===== src/hw/osms_defs.svh =====
// Register offsets, field positions, reset values and config codes of the oscillator mode block.
// Assumes a 32-bit AHB-Lite register bus with one aligned word per register.
`ifndef OSMS_DEFS_SVH
`define OSMS_DEFS_SVH

`define OSMS_OFS_CTRL 8'h00
`define OSMS_OFS_CFG 8'h04
`define OSMS_OFS_TRIM 8'h08
`define OSMS_OFS_STAT 8'h0C

`define OSMS_CTRL_SRC_LSB 0
`define OSMS_CTRL_MFSEL_BIT 3
`define OSMS_CTRL_FREQ_LSB 4
`define OSMS_CTRL_RST 8'h30

`define OSMS_CFG_CODE_LSB 0
`define OSMS_CFG_MULT_BIT 4
`define OSMS_CFG_RST 5'h08

`define OSMS_TRIM_LSB 0
`define OSMS_TRIM_MULT_BIT 6
`define OSMS_TRIM_LFSEL_BIT 7
`define OSMS_TRIM_RST 8'h00

`define OSMS_CODE_LOW_GAIN 4'h0
`define OSMS_CODE_MED_GAIN 4'h1
`define OSMS_CODE_HIGH_GAIN_HP 4'h2
`define OSMS_CODE_HIGH_GAIN_MP 4'h3
`define OSMS_CODE_EXT_HP 4'h4
`define OSMS_CODE_EXT_MP 4'h5
`define OSMS_CODE_RC 4'h6
`define OSMS_CODE_RC_IO 4'h7
`define OSMS_CODE_INT_IO 4'h8
`define OSMS_CODE_INT_DIVIDED_CLOCK_OUTPUT 4'h9

`define OSMS_GAIN_OFF 3'h0
`define OSMS_GAIN_LOW 3'h1
`define OSMS_GAIN_MED 3'h2
`define OSMS_GAIN_HIGH_MP 3'h3
`define OSMS_GAIN_HIGH_HP 3'h4

`define OSMS_PWR_NONE 2'h0
`define OSMS_PWR_LOW 2'h1
`define OSMS_PWR_MED 2'h2
`define OSMS_PWR_HIGH 2'h3

`define OSMS_SRC_PIN 2'h0
`define OSMS_SRC_SEC 2'h1
`define OSMS_SRC_INT 2'h2

`define OSMS_MULT_FACTOR 3'h4

`endif


===== src/hw/osms_pkg.sv =====
// Types shared by the oscillator mode select files.
// Assumes nothing beyond a SystemVerilog tool.
package osms_pkg;

  typedef enum logic [7:0] {
    OSMS_MODE_LOW_GAIN = 8'h01,
    OSMS_MODE_MED_GAIN = 8'h02,
    OSMS_MODE_HIGH_GAIN = 8'h04,
    OSMS_MODE_EXT_CLOCK = 8'h08,
    OSMS_MODE_RC = 8'h10,
    OSMS_MODE_RC_IO = 8'h20,
    OSMS_MODE_INT_IO = 8'h40,
    OSMS_MODE_INT_DIVIDED_CLOCK_OUTPUT = 8'h80
  } osms_mode_t;

  typedef enum logic [1:0] {
    OSMS_MUX_RUN = 2'h1,
    OSMS_MUX_HOLD = 2'h2
  } osms_mux_state_t;

endpackage : osms_pkg


===== src/hw/osms_top.sv =====
// Oscillator mode select: AHB-Lite register slave, primary mode decode, pin ownership,
// divided clock output, trim and multiplier control, and the system clock selector.
// Assumes oscillator waveforms arrive as asynchronous square waves far slower than hclk.
//
// Notes on behaviour
// - External clock uses input pin, frees output.
// - External clock has low, medium, high power.
// - External clock skips the startup counter.
// - Logic static; stopped clock halts, keeps state.
// - Crystal modes select increasing amplifier gain.
// - High gain has medium and high power.
// - Resistor-capacitor mode drives input-clock divided four.
// - Resistor-capacitor I/O mode frees output pin.
// - Three internal oscillators; slowest is untrimmed.
// - Frequency select sets internal output frequency.
// - Two-bit source select picks system clock.
// - Two internal primary codes; input pin GPIO.
// - Trim is six-bit signed, resets zero.
// - Trim applies live; no completion flag.
// - Trim leaves low frequency oscillator alone.
// - Low source bit picks slow internal clock.
// - Multiplier enable covers all primary sources.
// - Slow clock from fast oscillator or low.
// - Multiplier multiplies input clock by four.
// - Source 1x internal, 01 secondary, 00 primary.
//
// Design decisions made here: the AHB-Lite slave port and the placing of the registers.
`timescale 1ns/1ps
`include "osms_defs.svh"

module osms_top (
  input wire logic hclk,
  input wire logic hresetn,
  input wire logic hsel,
  input wire logic [31:0] haddr,
  input wire logic [1:0] htrans,
  input wire logic hwrite,
  input wire logic [2:0] hsize,
  input wire logic [31:0] hwdata,
  input wire logic hready,
  output logic hreadyout,
  output logic [31:0] hrdata,
  output logic hresp,
  input wire logic osc_input_pin_in,
  input wire logic sec_osc_in,
  input wire logic hf_osc_in,
  input wire logic mf_osc_in,
  input wire logic lf_osc_in,
  input wire logic port_a_bit7_out,
  input wire logic port_a_bit7_oe,
  input wire logic port_in_pin_out,
  input wire logic port_in_pin_oe,
  output logic osc_input_pin_out,
  output logic osc_input_pin_oe,
  output logic osc_output_pin_out,
  output logic osc_output_pin_oe,
  output logic osc_in_port_owned,
  output logic osc_out_port_owned,
  output logic sys_clk_tick,
  output logic [1:0] sys_source_active,
  output logic [2:0] amp_gain,
  output logic [1:0] ext_power,
  output logic startup_counter_bypass,
  output logic [5:0] hf_trim,
  output logic [5:0] mf_trim,
  output logic multiplier_on
);

  localparam int NSYNC = 5;

  logic [7:0] ctrl_ff;
  logic [4:0] cfg_ff;
  logic [7:0] trim_ff;
  logic [31:0] hrdata_ff;
  logic wr_pend_ff;
  logic [7:0] wr_addr_ff;
  logic [NSYNC-1:0] raw;
  logic [NSYNC-1:0] sync1_ff;
  logic [NSYNC-1:0] sync2_ff;
  logic [NSYNC-1:0] sync3_ff;
  logic [NSYNC-1:0] tick;
  logic pin_tick;
  logic sec_tick;
  logic int_tick;
  logic addr_phase;
  logic [7:0] stat_val;
  logic [1:0] mux_sel;
  logic [2:0] src_tick;
  logic base_tick;
  logic div4_cnt_ff;
  logic divided_clock_output_ff;
  logic [4:0] ctrl_freq_prev_ff;
  logic freq_change;
  logic drives_divided_clock_output;
  logic pin_is_clock;
  osms_pkg::osms_mode_t mode;

  // Primary configuration code to mode; unlisted codes fall back to external clock.
  function automatic osms_pkg::osms_mode_t osms_decode(input logic [3:0] code);
    osms_pkg::osms_mode_t m;
    m = osms_pkg::OSMS_MODE_EXT_CLOCK;
    case (code)
      `OSMS_CODE_LOW_GAIN: m = osms_pkg::OSMS_MODE_LOW_GAIN;
      `OSMS_CODE_MED_GAIN: m = osms_pkg::OSMS_MODE_MED_GAIN;
      `OSMS_CODE_HIGH_GAIN_HP: m = osms_pkg::OSMS_MODE_HIGH_GAIN;
      `OSMS_CODE_HIGH_GAIN_MP: m = osms_pkg::OSMS_MODE_HIGH_GAIN;
      `OSMS_CODE_RC: m = osms_pkg::OSMS_MODE_RC;
      `OSMS_CODE_RC_IO: m = osms_pkg::OSMS_MODE_RC_IO;
      `OSMS_CODE_INT_IO: m = osms_pkg::OSMS_MODE_INT_IO;
      `OSMS_CODE_INT_DIVIDED_CLOCK_OUTPUT: m = osms_pkg::OSMS_MODE_INT_DIVIDED_CLOCK_OUTPUT;
      default: m = osms_pkg::OSMS_MODE_EXT_CLOCK;
    endcase
    return m;
  endfunction : osms_decode

  // Source select to mux index: 1x internal, 01 secondary, 00 primary.
  function automatic logic [1:0] osms_src_idx(input logic [1:0] scs, input logic pri_int);
    logic [1:0] idx;
    idx = `OSMS_SRC_PIN;
    if (scs[1])
      idx = `OSMS_SRC_INT;
    else if (scs[0])
      idx = `OSMS_SRC_SEC;
    else if (pri_int)
      idx = `OSMS_SRC_INT;
    return idx;
  endfunction : osms_src_idx

  // ---------------- AHB-Lite slave, zero wait states ----------------
  assign addr_phase = hsel && htrans[1] && hready;
  assign hreadyout = 1'b1;
  assign hresp = 1'b0;
  assign hrdata = hrdata_ff;

  always_ff @(posedge hclk or negedge hresetn)
  begin
    if (!hresetn)
    begin
      wr_pend_ff <= 1'b0;
      wr_addr_ff <= 8'h00;
    end
    else
    begin
      wr_pend_ff <= addr_phase && hwrite;
      wr_addr_ff <= haddr[7:0];
    end
  end

  // Read data is captured at the address phase so it stands in the data phase from a flop.
  always_ff @(posedge hclk or negedge hresetn)
  begin
    if (!hresetn)
      hrdata_ff <= 32'h00000000;
    else if (addr_phase && !hwrite)
    begin
      case (haddr[7:0])
        `OSMS_OFS_CTRL: hrdata_ff <= {24'h000000, ctrl_ff};
        `OSMS_OFS_CFG: hrdata_ff <= {27'h0000000, cfg_ff};
        `OSMS_OFS_TRIM: hrdata_ff <= {24'h000000, trim_ff};
        `OSMS_OFS_STAT: hrdata_ff <= {24'h000000, stat_val};
        default: hrdata_ff <= 32'h00000000;
      endcase
    end
  end

  always_ff @(posedge hclk or negedge hresetn)
  begin
    if (!hresetn)
      ctrl_ff <= `OSMS_CTRL_RST;
    else if (wr_pend_ff && wr_addr_ff == `OSMS_OFS_CTRL)
      ctrl_ff <= {1'b0, hwdata[6:3], 1'b0, hwdata[1:0]};
  end

  always_ff @(posedge hclk or negedge hresetn)
  begin
    if (!hresetn)
      cfg_ff <= `OSMS_CFG_RST;
    else if (wr_pend_ff && wr_addr_ff == `OSMS_OFS_CFG)
      cfg_ff <= hwdata[4:0];
  end

  always_ff @(posedge hclk or negedge hresetn)
  begin
    if (!hresetn)
      trim_ff <= `OSMS_TRIM_RST;
    else if (wr_pend_ff && wr_addr_ff == `OSMS_OFS_TRIM)
      trim_ff <= hwdata[7:0];
  end

  // ---------------- Oscillator input synchronisers ----------------
  assign raw = {lf_osc_in, mf_osc_in, hf_osc_in, sec_osc_in, osc_input_pin_in};

  genvar g;
  generate
    for (g = 0; g < NSYNC; g++)
    begin : g_sync
      always_ff @(posedge hclk or negedge hresetn)
      begin
        if (!hresetn)
        begin
          sync1_ff[g] <= 1'b0;
          sync2_ff[g] <= 1'b0;
          sync3_ff[g] <= 1'b0;
        end
        else
        begin
          sync1_ff[g] <= raw[g];
          sync2_ff[g] <= sync1_ff[g];
          sync3_ff[g] <= sync2_ff[g];
        end
      end
      assign tick[g] = sync2_ff[g] & ~sync3_ff[g];
    end
  endgenerate

  assign sec_tick = tick[1];

  // ---------------- Primary mode decode ----------------
  assign mode = osms_decode(cfg_ff[3:0]);

  assign pin_is_clock = (mode != osms_pkg::OSMS_MODE_INT_IO)
    && (mode != osms_pkg::OSMS_MODE_INT_DIVIDED_CLOCK_OUTPUT);
  assign pin_tick = pin_is_clock & tick[0];

  always_comb
  begin
    amp_gain = `OSMS_GAIN_OFF;
    ext_power = `OSMS_PWR_NONE;
    case (mode)
      osms_pkg::OSMS_MODE_LOW_GAIN: amp_gain = `OSMS_GAIN_LOW;
      osms_pkg::OSMS_MODE_MED_GAIN: amp_gain = `OSMS_GAIN_MED;
      osms_pkg::OSMS_MODE_HIGH_GAIN:
        amp_gain = (cfg_ff[3:0] == `OSMS_CODE_HIGH_GAIN_HP) ? `OSMS_GAIN_HIGH_HP
          : `OSMS_GAIN_HIGH_MP;
      osms_pkg::OSMS_MODE_EXT_CLOCK:
      begin
        if (cfg_ff[3:0] == `OSMS_CODE_EXT_HP)
          ext_power = `OSMS_PWR_HIGH;
        else if (cfg_ff[3:0] == `OSMS_CODE_EXT_MP)
          ext_power = `OSMS_PWR_MED;
        else
          ext_power = `OSMS_PWR_LOW;
      end
      default:
      begin
        amp_gain = `OSMS_GAIN_OFF;
        ext_power = `OSMS_PWR_NONE;
      end
    endcase
  end

  assign startup_counter_bypass = (mode != osms_pkg::OSMS_MODE_LOW_GAIN)
    && (mode != osms_pkg::OSMS_MODE_MED_GAIN) && (mode != osms_pkg::OSMS_MODE_HIGH_GAIN);

  // ---------------- Internal block, trim and multiplier ----------------
  // trim applies live
  assign hf_trim = trim_ff[5:0];
  assign mf_trim = trim_ff[5:0];

  osms_int_div u_div (
    .hclk(hclk),
    .hresetn(hresetn),
    .hf_tick(tick[2]),
    .mf_tick(tick[3]),
    .lf_tick(tick[4]),
    .freq_sel(ctrl_ff[6:4]),
    .mf_select(ctrl_ff[`OSMS_CTRL_MFSEL_BIT]),
    .low_freq_source_select(trim_ff[`OSMS_TRIM_LFSEL_BIT]),
    .int_tick(int_tick)
  );

  assign multiplier_on = (trim_ff[`OSMS_TRIM_MULT_BIT] || (cfg_ff[`OSMS_CFG_MULT_BIT]
    && pin_is_clock)) && (mux_sel != `OSMS_SRC_SEC);

  // ---------------- System clock selection ----------------
  // source decode
  assign mux_sel = osms_src_idx(ctrl_ff[1:0], !pin_is_clock);
  assign src_tick = {int_tick, sec_tick, pin_tick};

  // A frequency change reroutes the internal divider, so the selector re-syncs on it.
  always_ff @(posedge hclk or negedge hresetn)
  begin
    if (!hresetn)
      ctrl_freq_prev_ff <= 5'h06;
    else
      ctrl_freq_prev_ff <= {trim_ff[`OSMS_TRIM_LFSEL_BIT], ctrl_ff[6:3]};
  end
  // The medium select bit reroutes the divider as well, so it counts as a frequency change.
  assign freq_change = ctrl_freq_prev_ff != {trim_ff[`OSMS_TRIM_LFSEL_BIT], ctrl_ff[6:3]};

  osms_clk_mux u_mux (
    .hclk(hclk),
    .hresetn(hresetn),
    .src_tick(src_tick),
    .sel(mux_sel),
    .restart(freq_change && mux_sel == `OSMS_SRC_INT),
    .sys_tick_ff(sys_clk_tick),
    .active_ff(sys_source_active)
  );

  // ---------------- Divided clock output ----------------
  // RC pin clock, or system clock in internal divided mode, over four
  assign drives_divided_clock_output = (mode == osms_pkg::OSMS_MODE_RC)
    || (mode == osms_pkg::OSMS_MODE_INT_DIVIDED_CLOCK_OUTPUT);
  assign base_tick = (mode == osms_pkg::OSMS_MODE_RC) ? pin_tick : sys_clk_tick;

  always_ff @(posedge hclk or negedge hresetn)
  begin
    if (!hresetn)
    begin
      div4_cnt_ff <= 1'b0;
      divided_clock_output_ff <= 1'b0;
    end
    else if (!drives_divided_clock_output)
    begin
      div4_cnt_ff <= 1'b0;
      divided_clock_output_ff <= 1'b0;
    end
    else if (base_tick)
    begin
      div4_cnt_ff <= ~div4_cnt_ff;
      if (div4_cnt_ff)
        divided_clock_output_ff <= ~divided_clock_output_ff;
    end
  end

  // ---------------- Pin ownership ----------------
  // unused pins to port
  assign osc_out_port_owned = (mode == osms_pkg::OSMS_MODE_EXT_CLOCK)
    || (mode == osms_pkg::OSMS_MODE_RC_IO) || (mode == osms_pkg::OSMS_MODE_INT_IO);
  assign osc_in_port_owned = !pin_is_clock;

  // Crystal modes leave both pins to the analog amplifier, so logic never drives them.
  assign osc_output_pin_out = drives_divided_clock_output ? divided_clock_output_ff
    : (osc_out_port_owned & port_a_bit7_out);
  assign osc_output_pin_oe = drives_divided_clock_output | (osc_out_port_owned & port_a_bit7_oe);
  assign osc_input_pin_out = osc_in_port_owned & port_in_pin_out;
  assign osc_input_pin_oe = osc_in_port_owned & port_in_pin_oe;

  assign stat_val = {multiplier_on, startup_counter_bypass, osc_out_port_owned,
    osc_in_port_owned, drives_divided_clock_output, (`OSMS_MULT_FACTOR == 3'h4), sys_source_active};

endmodule : osms_top


===== src/hw/osms_int_div.sv =====
// Internal oscillator divider: turns high, medium and low frequency ticks into the eight
// selectable internal frequencies. Assumes ticks are one-cycle pulses on hclk.
`timescale 1ns/1ps
`include "osms_defs.svh"

module osms_int_div (
  input wire logic hclk,
  input wire logic hresetn,
  input wire logic hf_tick,
  input wire logic mf_tick,
  input wire logic lf_tick,
  input wire logic [2:0] freq_sel,
  input wire logic mf_select,
  input wire logic low_freq_source_select,
  output logic int_tick
);

  logic [8:0] hf_cnt_ff;
  logic [3:0] mf_cnt_ff;
  logic [9:0] hf_div;
  logic mf_div1;
  logic mf_div2;
  logic mf_div16;

  always_ff @(posedge hclk or negedge hresetn)
  begin
    if (!hresetn)
      hf_cnt_ff <= 9'h000;
    else if (hf_tick)
      hf_cnt_ff <= hf_cnt_ff + 9'h001;
  end

  always_ff @(posedge hclk or negedge hresetn)
  begin
    if (!hresetn)
      mf_cnt_ff <= 4'h0;
    else if (mf_tick)
      mf_cnt_ff <= mf_cnt_ff + 4'h1;
  end

  // A tick of divide-by-2^k is the source tick that wraps the low k counter bits.
  assign hf_div[0] = hf_tick;
  genvar k;
  generate
    for (k = 1; k < 10; k++)
    begin : g_div
      assign hf_div[k] = hf_tick & (&hf_cnt_ff[k-1:0]);
    end
  endgenerate

  assign mf_div1 = mf_tick;
  assign mf_div2 = mf_tick & mf_cnt_ff[0];
  assign mf_div16 = mf_tick & (&mf_cnt_ff);

  always_comb
  begin
    int_tick = 1'b0;
    case (freq_sel)
      3'h7: int_tick = hf_div[0];
      3'h6: int_tick = hf_div[1];
      3'h5: int_tick = hf_div[2];
      3'h4: int_tick = hf_div[3];
      3'h3: int_tick = hf_div[4];
      3'h2: int_tick = mf_select ? mf_div1 : hf_div[5];
      3'h1: int_tick = mf_select ? mf_div2 : hf_div[6];
      3'h0:
      begin
        if (!low_freq_source_select)
          int_tick = lf_tick;
        else
          int_tick = mf_select ? mf_div16 : hf_div[9];
      end
      default: int_tick = 1'b0;
    endcase
  end

endmodule : osms_int_div


===== src/hw/osms_clk_mux.sv =====
// Glitch-free system clock selector over tick sources.
// Assumes sources are one-cycle pulses on hclk; a silent source simply stalls the output.
`timescale 1ns/1ps

module osms_clk_mux (
  input wire logic hclk,
  input wire logic hresetn,
  input wire logic [2:0] src_tick,
  input wire logic [1:0] sel,
  input wire logic restart,
  output logic sys_tick_ff,
  output logic [1:0] active_ff
);

  osms_pkg::osms_mux_state_t state_ff;
  logic [1:0] want_ff;
  logic new_tick;

  assign new_tick = src_tick[want_ff];

  always_ff @(posedge hclk or negedge hresetn)
  begin
    if (!hresetn)
      want_ff <= 2'h2;
    else
      want_ff <= sel;
  end

  always_ff @(posedge hclk or negedge hresetn)
  begin
    if (!hresetn)
      state_ff <= osms_pkg::OSMS_MUX_RUN;
    else
    begin
      case (state_ff)
        osms_pkg::OSMS_MUX_RUN:
          if (sel != want_ff || restart)
            state_ff <= osms_pkg::OSMS_MUX_HOLD;
        osms_pkg::OSMS_MUX_HOLD:
          if (new_tick && sel == want_ff && !restart)
            state_ff <= osms_pkg::OSMS_MUX_RUN;
        default: state_ff <= osms_pkg::OSMS_MUX_RUN;
      endcase
    end
  end

  // The first new-source tick only re-arms the output, so no short period is emitted.
  always_ff @(posedge hclk or negedge hresetn)
  begin
    if (!hresetn)
      active_ff <= 2'h2;
    else if (state_ff == osms_pkg::OSMS_MUX_HOLD && new_tick && sel == want_ff && !restart)
      active_ff <= want_ff;
  end

  always_ff @(posedge hclk or negedge hresetn)
  begin
    if (!hresetn)
      sys_tick_ff <= 1'b0;
    else
      sys_tick_ff <= (state_ff == osms_pkg::OSMS_MUX_RUN) && src_tick[active_ff]
        && sel == want_ff && !restart;
  end

endmodule : osms_clk_mux


===== config.mk =====
export PLATFORM = sky130hd
export DESIGN_NAME = osms_top
export DESIGN_NICKNAME = d
export VERILOG_FILES = /design/src/hw/osms_pkg.sv /design/src/hw/osms_top.sv /design/src/hw/osms_int_div.sv /design/src/hw/osms_clk_mux.sv
export VERILOG_INCLUDE_DIRS = /design/src /design/src/hw
export SDC_FILE = /design/constraint.sdc
export NUM_CORES = 1
export LEC_CHECK = 0
export ABC_AREA = 1
export BUFFER_PORTS_ARGS = -buffer_cell sky130_fd_sc_hd__buf_2
export CORE_UTILIZATION = 30
export DETAILED_ROUTE_END_ITERATION = 10
export GPL_TIMING_DRIVEN = 0
export PLACE_DENSITY = 0.54
export SLEW_MARGIN = 30
export SYNTH_ARGS = -nofsm -noshare
export SYNTH_HDL_FRONTEND = slang
export SYNTH_HIERARCHICAL = 1
export SYNTH_SLANG_ARGS = --single-unit
export TNS_END_PERCENT = 100

===== constraint.sdc =====
create_clock -name hclk -period 2.44 [get_ports hclk]
set_input_delay 0.122 -clock hclk [delete_from_list [all_inputs] [get_ports hclk]]
set_output_delay 0.122 -clock hclk [all_outputs]
set_load 0.01 [all_outputs]

==> impl_metrics.py, run 1 <==
metrics = {
    "routing": {
        "wl_per_cell_um": 11.24,
        "drc_errors": 0,
        "dr_total_vias": 3212,
        "drt_wl_total_mm": 8.653,
        "avgViaCountPerCell": 4.171,
        "drt_iter0_markers": 110,
        "drtAntennaViolNets": 0,
        "dr.pass1.iters": 4,
    },
    "finish": {
        "nets": 681,
        "diodes": 0,
        "stdcell_count": 770,
        "mostFrequentLayoutCell": "nand2_1",
        "syn2layout_area_growth_pct": 28.94,
        "layout_common_cells": "134 x nand2_1, 69 x dfrtp_1, 66 x buf_2, 53 x inv_1, 40 x nor2_1",
        "layout-drive-gt1-share": 0.2893,
    },
    "sta": {
        "fin_crit_sh": 0.8671,
        "setup_viol_count_final": 0,
        "max_clock_freq_ghz": 0.4727,
        "finalSetupTns_ps": 0,
        "min_period_ps": 2116,
        "maxSlewViolCount": 0,
        "rsz0062_at_grt": "no",
        "skew_ps": 7.827,
        "hold_violations": 0,
    },
    "place": {
        "routabilityCongestion": 0.8091,
        "placed_cells": 739,
        "io_buffers": 66,
        "dpl.hpwl_mm": 6.404,
    },
    "logic_synthesis": {
        "ys_warn_count": 6,
        "syn-cell-area_um2": 3981,
        "yosys_register_bits": 78,
        "yosysUniqueCellTypes": 33,
        "ys_top_cells_by_area": "dfrtp_1 44%, nand2_1 13%, buf_4 7.4%, dfstp_2 5.3%, inv_1 5.0%",
        "synth_seq_area_share": 0.4928,
        "synthCells": 476,
        "syn_avg_cell_area_um2": 8.364,
        "synth_top_cell_area_share": 0.4400,
        "yosys.area.top_type": "dfrtp_1",
    },
    "clocking": {
        "cts-htree-levels": 3,
        "cts_buffers": 9,
        "clock-sinks": 78,
        "cts_tree": "done",
        "cts.clk_slew.worst_paths_ps": 60,
        "root_buffer": "clkbuf_16",
        "clk_latency_ps": 340,
        "clk_path_buf_depth": 2,
        "cts_post_setup_buffers_inserted": 0,
    },
    "global_route": {
        "overflow": 0,
        "grt_pass1_vias": 2938,
        "antenna_found_initial": 0,
        "grt_usage": 0.1344,
        "grt_pass1_wl_mm": 13.81,
        "grt_max_degree": 68,
    },
    "power": {
        "ir_drop_mv": 0.4142,
        "cellPowerDensity_nw_per_um2": 660.5,
        "power_leakage_nw": 2.820,
    },
    "floorplanning": {
        "fp.dieArea_um2": 13740,
        "ios": 145,
        "core_area_um2": 12770,
        "std_cell_rows": 41,
        "start_util": 0.3117,
        "die_w_um": 117.2,
        "die_y_um": 117.2,
    },
    "worst_setup_path": {
        "worstPathMaxFanout": 4,
        "path_cells": "ha_2 -> nand3_1 -> nor3_2 -> ha_1 -> nand2_1 -> nor2_1 -> nor2_1 -> nand2_1 -> nand2_1 -> nand2_1 -> nand2_1 -> nand2_1 -> nand3_1 -> nand2_2 -> nand3_2 -> nand2_1 -> nand2_1",
        "critical_path_class": "flop to flop",
        "crit_arrival_ps": 2350,
        "max_stage_delay_ps": 420,
        "required_ps": 2670,
        "cpMostUsedCell": "nand2_1",
        "cp-end-kind": "flop",
        "startpoint_type": "flop",
        "critPathSlowestCell": "dfrtp_2",
    },
    "min_path": {
        "hold_path.class": "primary input to flop",
    },
    "outcome": {
        "status": "finished clean",
    },
    "job": {
        "cap_violations": 0,
    },
}
## critical path, delay by kind of cell (launching register included)
kind | cells | cell delay, ps
adder cells (fa/ha/maj) | 2 | 400
AND/OR/NAND/NOR | 15 | 1200
flip-flops | 1 | 420
## path summary, 6_finish.rpt
kind	endpoint	cells past startpoint	slack [ps]	from
min in group asynchronous	u_div/hf_cnt_ff[8]$_DFFE_PN0P_	2	160	hresetn
hold / removal	wr_pend_ff$_DFF_PN0_	3	40	htrans[1]
setup reg to reg	u_mux/active_ff[0]$_DFFE_PN0P_	17	320	u_div/hf_cnt_ff[0]$_DFFE_PN0P_
hold reg to reg	sync2_ff[1]$_DFF_PN0_	0	350	sync1_ff[1]$_DFF_PN0_
max in group asynchronous	ctrl_ff[5]$_DFFE_PN1P_	3	1700	hresetn
setup / recovery	u_mux/active_ff[0]$_DFFE_PN0P_	17	320	u_div/hf_cnt_ff[0]$_DFFE_PN0P_
## per-layer routing
layer  track usage  vias up  routed length, µm
met5             0        -                  0
met3       0.03759       11                444
met1        0.1603     1458               3929
li1              -     1656                  -
met4       0.05401        0                161
met2        0.2286       87               4119
## cell families (layout without fill, tap and decap cells)
| logic type | count (synthesis) | after routing | share of synthesized area |
|---|---|---|---|
| multiplexers | 1 | 1 | 0.002828 |
| AND/OR/NAND/NOR | 237 | 237 | 0.2630 |
| other | 2 | 26 | 0.001886 |
| flip-flops | 78 | 78 | 0.4928 |
| XOR/XNOR | 11 | 11 | 0.02420 |
| buffers and inverters | 103 | 201 | 0.1405 |
| adder cells (fa/ha/maj) | 5 | 5 | 0.01571 |
| AO/OA/AOI/OAI | 39 | 39 | 0.05909 |
## cells in the mapped netlist, drive strengths merged
cell type	instances
o21bai	1
clkbuf	1
nor4	1
a21oi	6
buf	42
o21a	1
nand4	5
inv	60
nor2	46
o211ai	1
xnor2	6
a22oi	1
nor3	5
o21ai	29
conb	2
mux2	1
nand3	38
ha	5
xor2	5
dfrtp	70
nand2	142
dfstp	8
## state kept, by name, indices dropped and copies added (netlist names)
name and count:
u_mux/want_ff 2, wr_addr_ff 8, sync1_ff 5, div4_cnt_ff 1, u_mux/sys_tick_ff 1, wr_pend_ff 1
u_mux/state_ff 2, divided_clock_output_ff 1, sync3_ff 5, trim_ff 8, ctrl_freq_prev_ff 5, u_div/mf_cnt_ff 4
hrdata 8, cfg_ff 5, u_div/hf_cnt_ff 9, ctrl_ff 6, sync2_ff 5, u_mux/active_ff 2
## final cells by class
type | count | area, µm²
buffer | 43 | 334.1
multi-input combinational | 319 | 1560
clock buffer | 9 | 225.2
fill | 1271 | 7640
tap | 172 | 215.2
inverter | 60 | 225.2
clock inverter | 7 | 96.34
sequential | 78 | 1963
timing repair buffer | 82 | 514.2
## timing repair
action	4_1_cts	5_1_grt
gates resized for setup	0	4
hold buffers	15	0
setup endpoints to repair	0	4
hold endpoints to repair	84	0
## stage by stage
step / instance area, µm² / power [mW] / hold slack, ps / util / setup WS, ps
6_report: 5134 / 3.391 / 41.65 / 0.4019 / 324.4
5_1_grt: 5134 / 3.589 / 49.50 / 0.4019 / 10.42
4_1_cts: 5122 / 3.433 / 32.48 / 0.4010 / 104.5
3_5_place_dp: 4651 / 1.952 / -52.14 / 0.3641 / 126.3
3_3_place_gp: 4617 / 1.934 / 229.6 / 0.3614 / 151.4
2_1_floorplan: 4071 / 1.813 / -173.6 / - / 522.2
## report_power, final
group	switching (mW)	internal [mW]
clock	0.542	0.899
combinational	0.233	0.194
sequential	0.104	1.42
total	0.879	2.51
Power figures use the tool's default switching activity.
==> run 2, diff against run 1 <==
--- a/config.mk
+++ b/config.mk
@@ -11,7 +11,7 @@
 export CORE_UTILIZATION = 30
 export DETAILED_ROUTE_END_ITERATION = 10
 export GPL_TIMING_DRIVEN = 0
-export PLACE_DENSITY = 0.54
+export PLACE_DENSITY = 0.52
 export SLEW_MARGIN = 30
 export SYNTH_ARGS = -nofsm -noshare
 export SYNTH_HDL_FRONTEND = slang
==> run 2 against run 1 <==
Against the previous run: sequential cell count is the same; critical endpoint unchanged; sequential share of layout area grew 0.30 points; fmax shrank 3.5%; clock power shrank 8%; wire length shrank 1.4%.
==> impl_metrics.py, run 2 (synthesized netlist as in run 1, its figures left out) <==
metrics = {
    "global_route": {
        "grt_usage": 0.1331,
        "grt_max_degree": 57,
        "overflow": 0,
        "grt_pass1_vias": 2876,
        "grt_pass1_wl_mm": 13.79,
        "antenna_found_initial": 0,
    },
    "sta": {
        "skew_ps": 5.823,
        "maxSlewViolCount": 0,
        "rsz0062_at_grt": "no",
        "finalSetupTns_ps": 0,
        "fin_crit_sh": 0.8988,
        "min_period_ps": 2193,
        "hold_violations": 0,
        "max_clock_freq_ghz": 0.4560,
        "setup_viol_count_final": 0,
    },
    "power": {
        "pwr-share-clk": 0.406,
        "power_frac_seq": 0.464,
        "p_comb_frac": 0.131,
        "p_sw_mw": 0.8322,
        "ir_drop_mv": 0.3459,
        "intPower_mw": 2.453,
        "cellPowerDensity_nw_per_um2": 645.0,
        "power_leakage_nw": 2.810,
        "sw_frac_of_total": 0.2533,
    },
    "floorplanning": {
        "die_y_um": 117.2,
        "std_cell_rows": 41,
        "ios": 145,
        "start_util": 0.3117,
        "core_area_um2": 12770,
        "die_w_um": 117.2,
        "fp.dieArea_um2": 13740,
    },
    "routing": {
        "dr.pass1.iters": 4,
        "dr_total_vias": 3182,
        "drt_iter0_markers": 134,
        "drc_errors": 0,
        "drt_wl_total_mm": 8.535,
        "wl_per_cell_um": 11.10,
        "drtAntennaViolNets": 0,
        "avgViaCountPerCell": 4.138,
    },
    "clocking": {
        "cts.clk_slew.worst_paths_ps": 60,
        "clk_latency_ps": 330,
        "root_buffer": "clkbuf_16",
        "cts_tree": "done",
        "clk_path_buf_depth": 2,
        "clock-sinks": 78,
        "cts-htree-levels": 3,
        "cts_buffers": 9,
    },
    "worst_setup_path": {
        "crit_arrival_ps": 2410,
        "r2r_start": "u_div/hf_cnt_ff[0]$_DFFE_PN0P_",
        "reg2reg_depth": 17,
        "cp-end-kind": "flop",
        "critical_path_class": "flop to flop",
        "startpoint_type": "flop",
        "required_ps": 2660,
        "worstPathMaxFanout": 4,
        "r2r_slack_ps": 250,
        "regToRegEndpoint": "u_mux/active_ff[0]$_DFFE_PN0P_",
    },
    "min_path": {
        "min_delay_worst_endpoint": "wr_pend_ff$_DFF_PN0_",
        "hold_depth": 3,
        "worstHoldStart": "hwrite",
        "hold_path.class": "primary input to flop",
    },
    "finish": {
        "syn2layout_area_growth_pct": 27.94,
        "nets": 680,
        "layout-drive-gt1-share": 0.2831,
        "largest_register_ffs": 9,
        "layout_common_cells": "135 x nand2_1, 69 x dfrtp_1, 66 x buf_2, 53 x inv_1, 40 x nor2_1",
        "mostFrequentLayoutCell": "nand2_1",
        "final_core_util": 0.3988,
        "largest-register": "u_div/hf_cnt_ff",
        "diodes": 0,
    },
    "place": {
        "routabilityCongestion": 0.8481,
        "dpl.hpwl_mm": 6.455,
        "io_buffers": 66,
    },
    "outcome": {
        "status": "finished clean",
    },
    "job": {
        "cap_violations": 0,
    },
}
[run 2: layout make-up]
type,count,area [µm²]
Timing Repair Buffer,81,504.2
Fill cell,1314,7680
Clock inverter,4,45.04
Sequential cell,78,1963
Buffer,43,334.1
Inverter,60,225.2
Clock buffer,12,256.5
Multi-Input combinational cell,319,1550
Tap cell,172,215.2
[run 2: per-stage QoR]
step | area (µm²) | total power [mW] | hold WS (ps) | std cells | worst slack (ps)
final | 5094 | 3.286 | 28.01 | 769 | 247.0
after global routing | 5094 | 3.471 | 49.33 | 769 | 16.65
after CTS | 5092 | 3.342 | 7.102 | 769 | 156.6
after detailed placement | 4651 | 1.960 | -9.024 | 739 | 172.5
after global placement | 4617 | 1.936 | 229.6 | 738 | 169.3
after floorplan | 4071 | 1.813 | -173.6 | 500 | 522.2
[run 2: how the worst max path moves through the flow]
stage	from	to	slack (ps)	cells after the start
after floorplan	u_div/hf_cnt_ff[0]$_DFFE_PN0P_	u_mux/active_ff[0]$_DFFE_PN0P_	520	17
after global placement	u_div/hf_cnt_ff[0]$_DFFE_PN0P_	u_mux/active_ff[0]$_DFFE_PN0P_	170	17
after detailed placement	u_div/hf_cnt_ff[0]$_DFFE_PN0P_	u_mux/active_ff[0]$_DFFE_PN0P_	170	17
after CTS	u_div/hf_cnt_ff[0]$_DFFE_PN0P_	u_mux/active_ff[0]$_DFFE_PN0P_	160	17
after global routing	u_div/hf_cnt_ff[0]$_DFFE_PN0P_	u_mux/active_ff[0]$_DFFE_PN0P_	20	17
final	u_div/hf_cnt_ff[0]$_DFFE_PN0P_	u_mux/active_ff[0]$_DFFE_PN0P_	250	17
[run 2: layer usage]
layer | track usage | routed length [µm]
met1 | 0.1691 | 4032
met4 | 0.04810 | 54
met3 | 0.03605 | 433
met2 | 0.2173 | 4015
met5 | 0 | 0
[run 2: worst max-delay path, stage by stage, from the launching register on]
cell,delay (ps)
dfrtp_2,420
ha_1,230
nand3_1,120
nor3_1,200
ha_1,180
nand2_1,60
nor2_1,90
nor2_1,50
nand2_1,50
nand2_1,50
nand2_1,50
nand2_1,40
nand2_1,90
nand3_1,80
nand2_1,150
nand3_2,100
nand2_1,70
nand2_1,50
[run 2: what timing repair did]
action | CTS | global route
setup endpoints to repair | 0 | 3
setup buffers | 0 | 0
resized for setup | 0 | 1
hold buffers | 14 | 0
endpoints found under the hold margin | 83 | 0
[run 2: power by group through the flow]
| stage | registers [mW] | clock network (mW) | logic [mW] |
|---|---|---|---|
| floorplan | 1.52 | 0 | 0.290 |
| global placement | 1.54 | 0 | 0.396 |
| detailed placement | 1.55 | 0 | 0.415 |
| CTS | 1.52 | 1.39 | 0.434 |
| global route | 1.54 | 1.43 | 0.497 |
| finish | 1.52 | 1.33 | 0.429 |
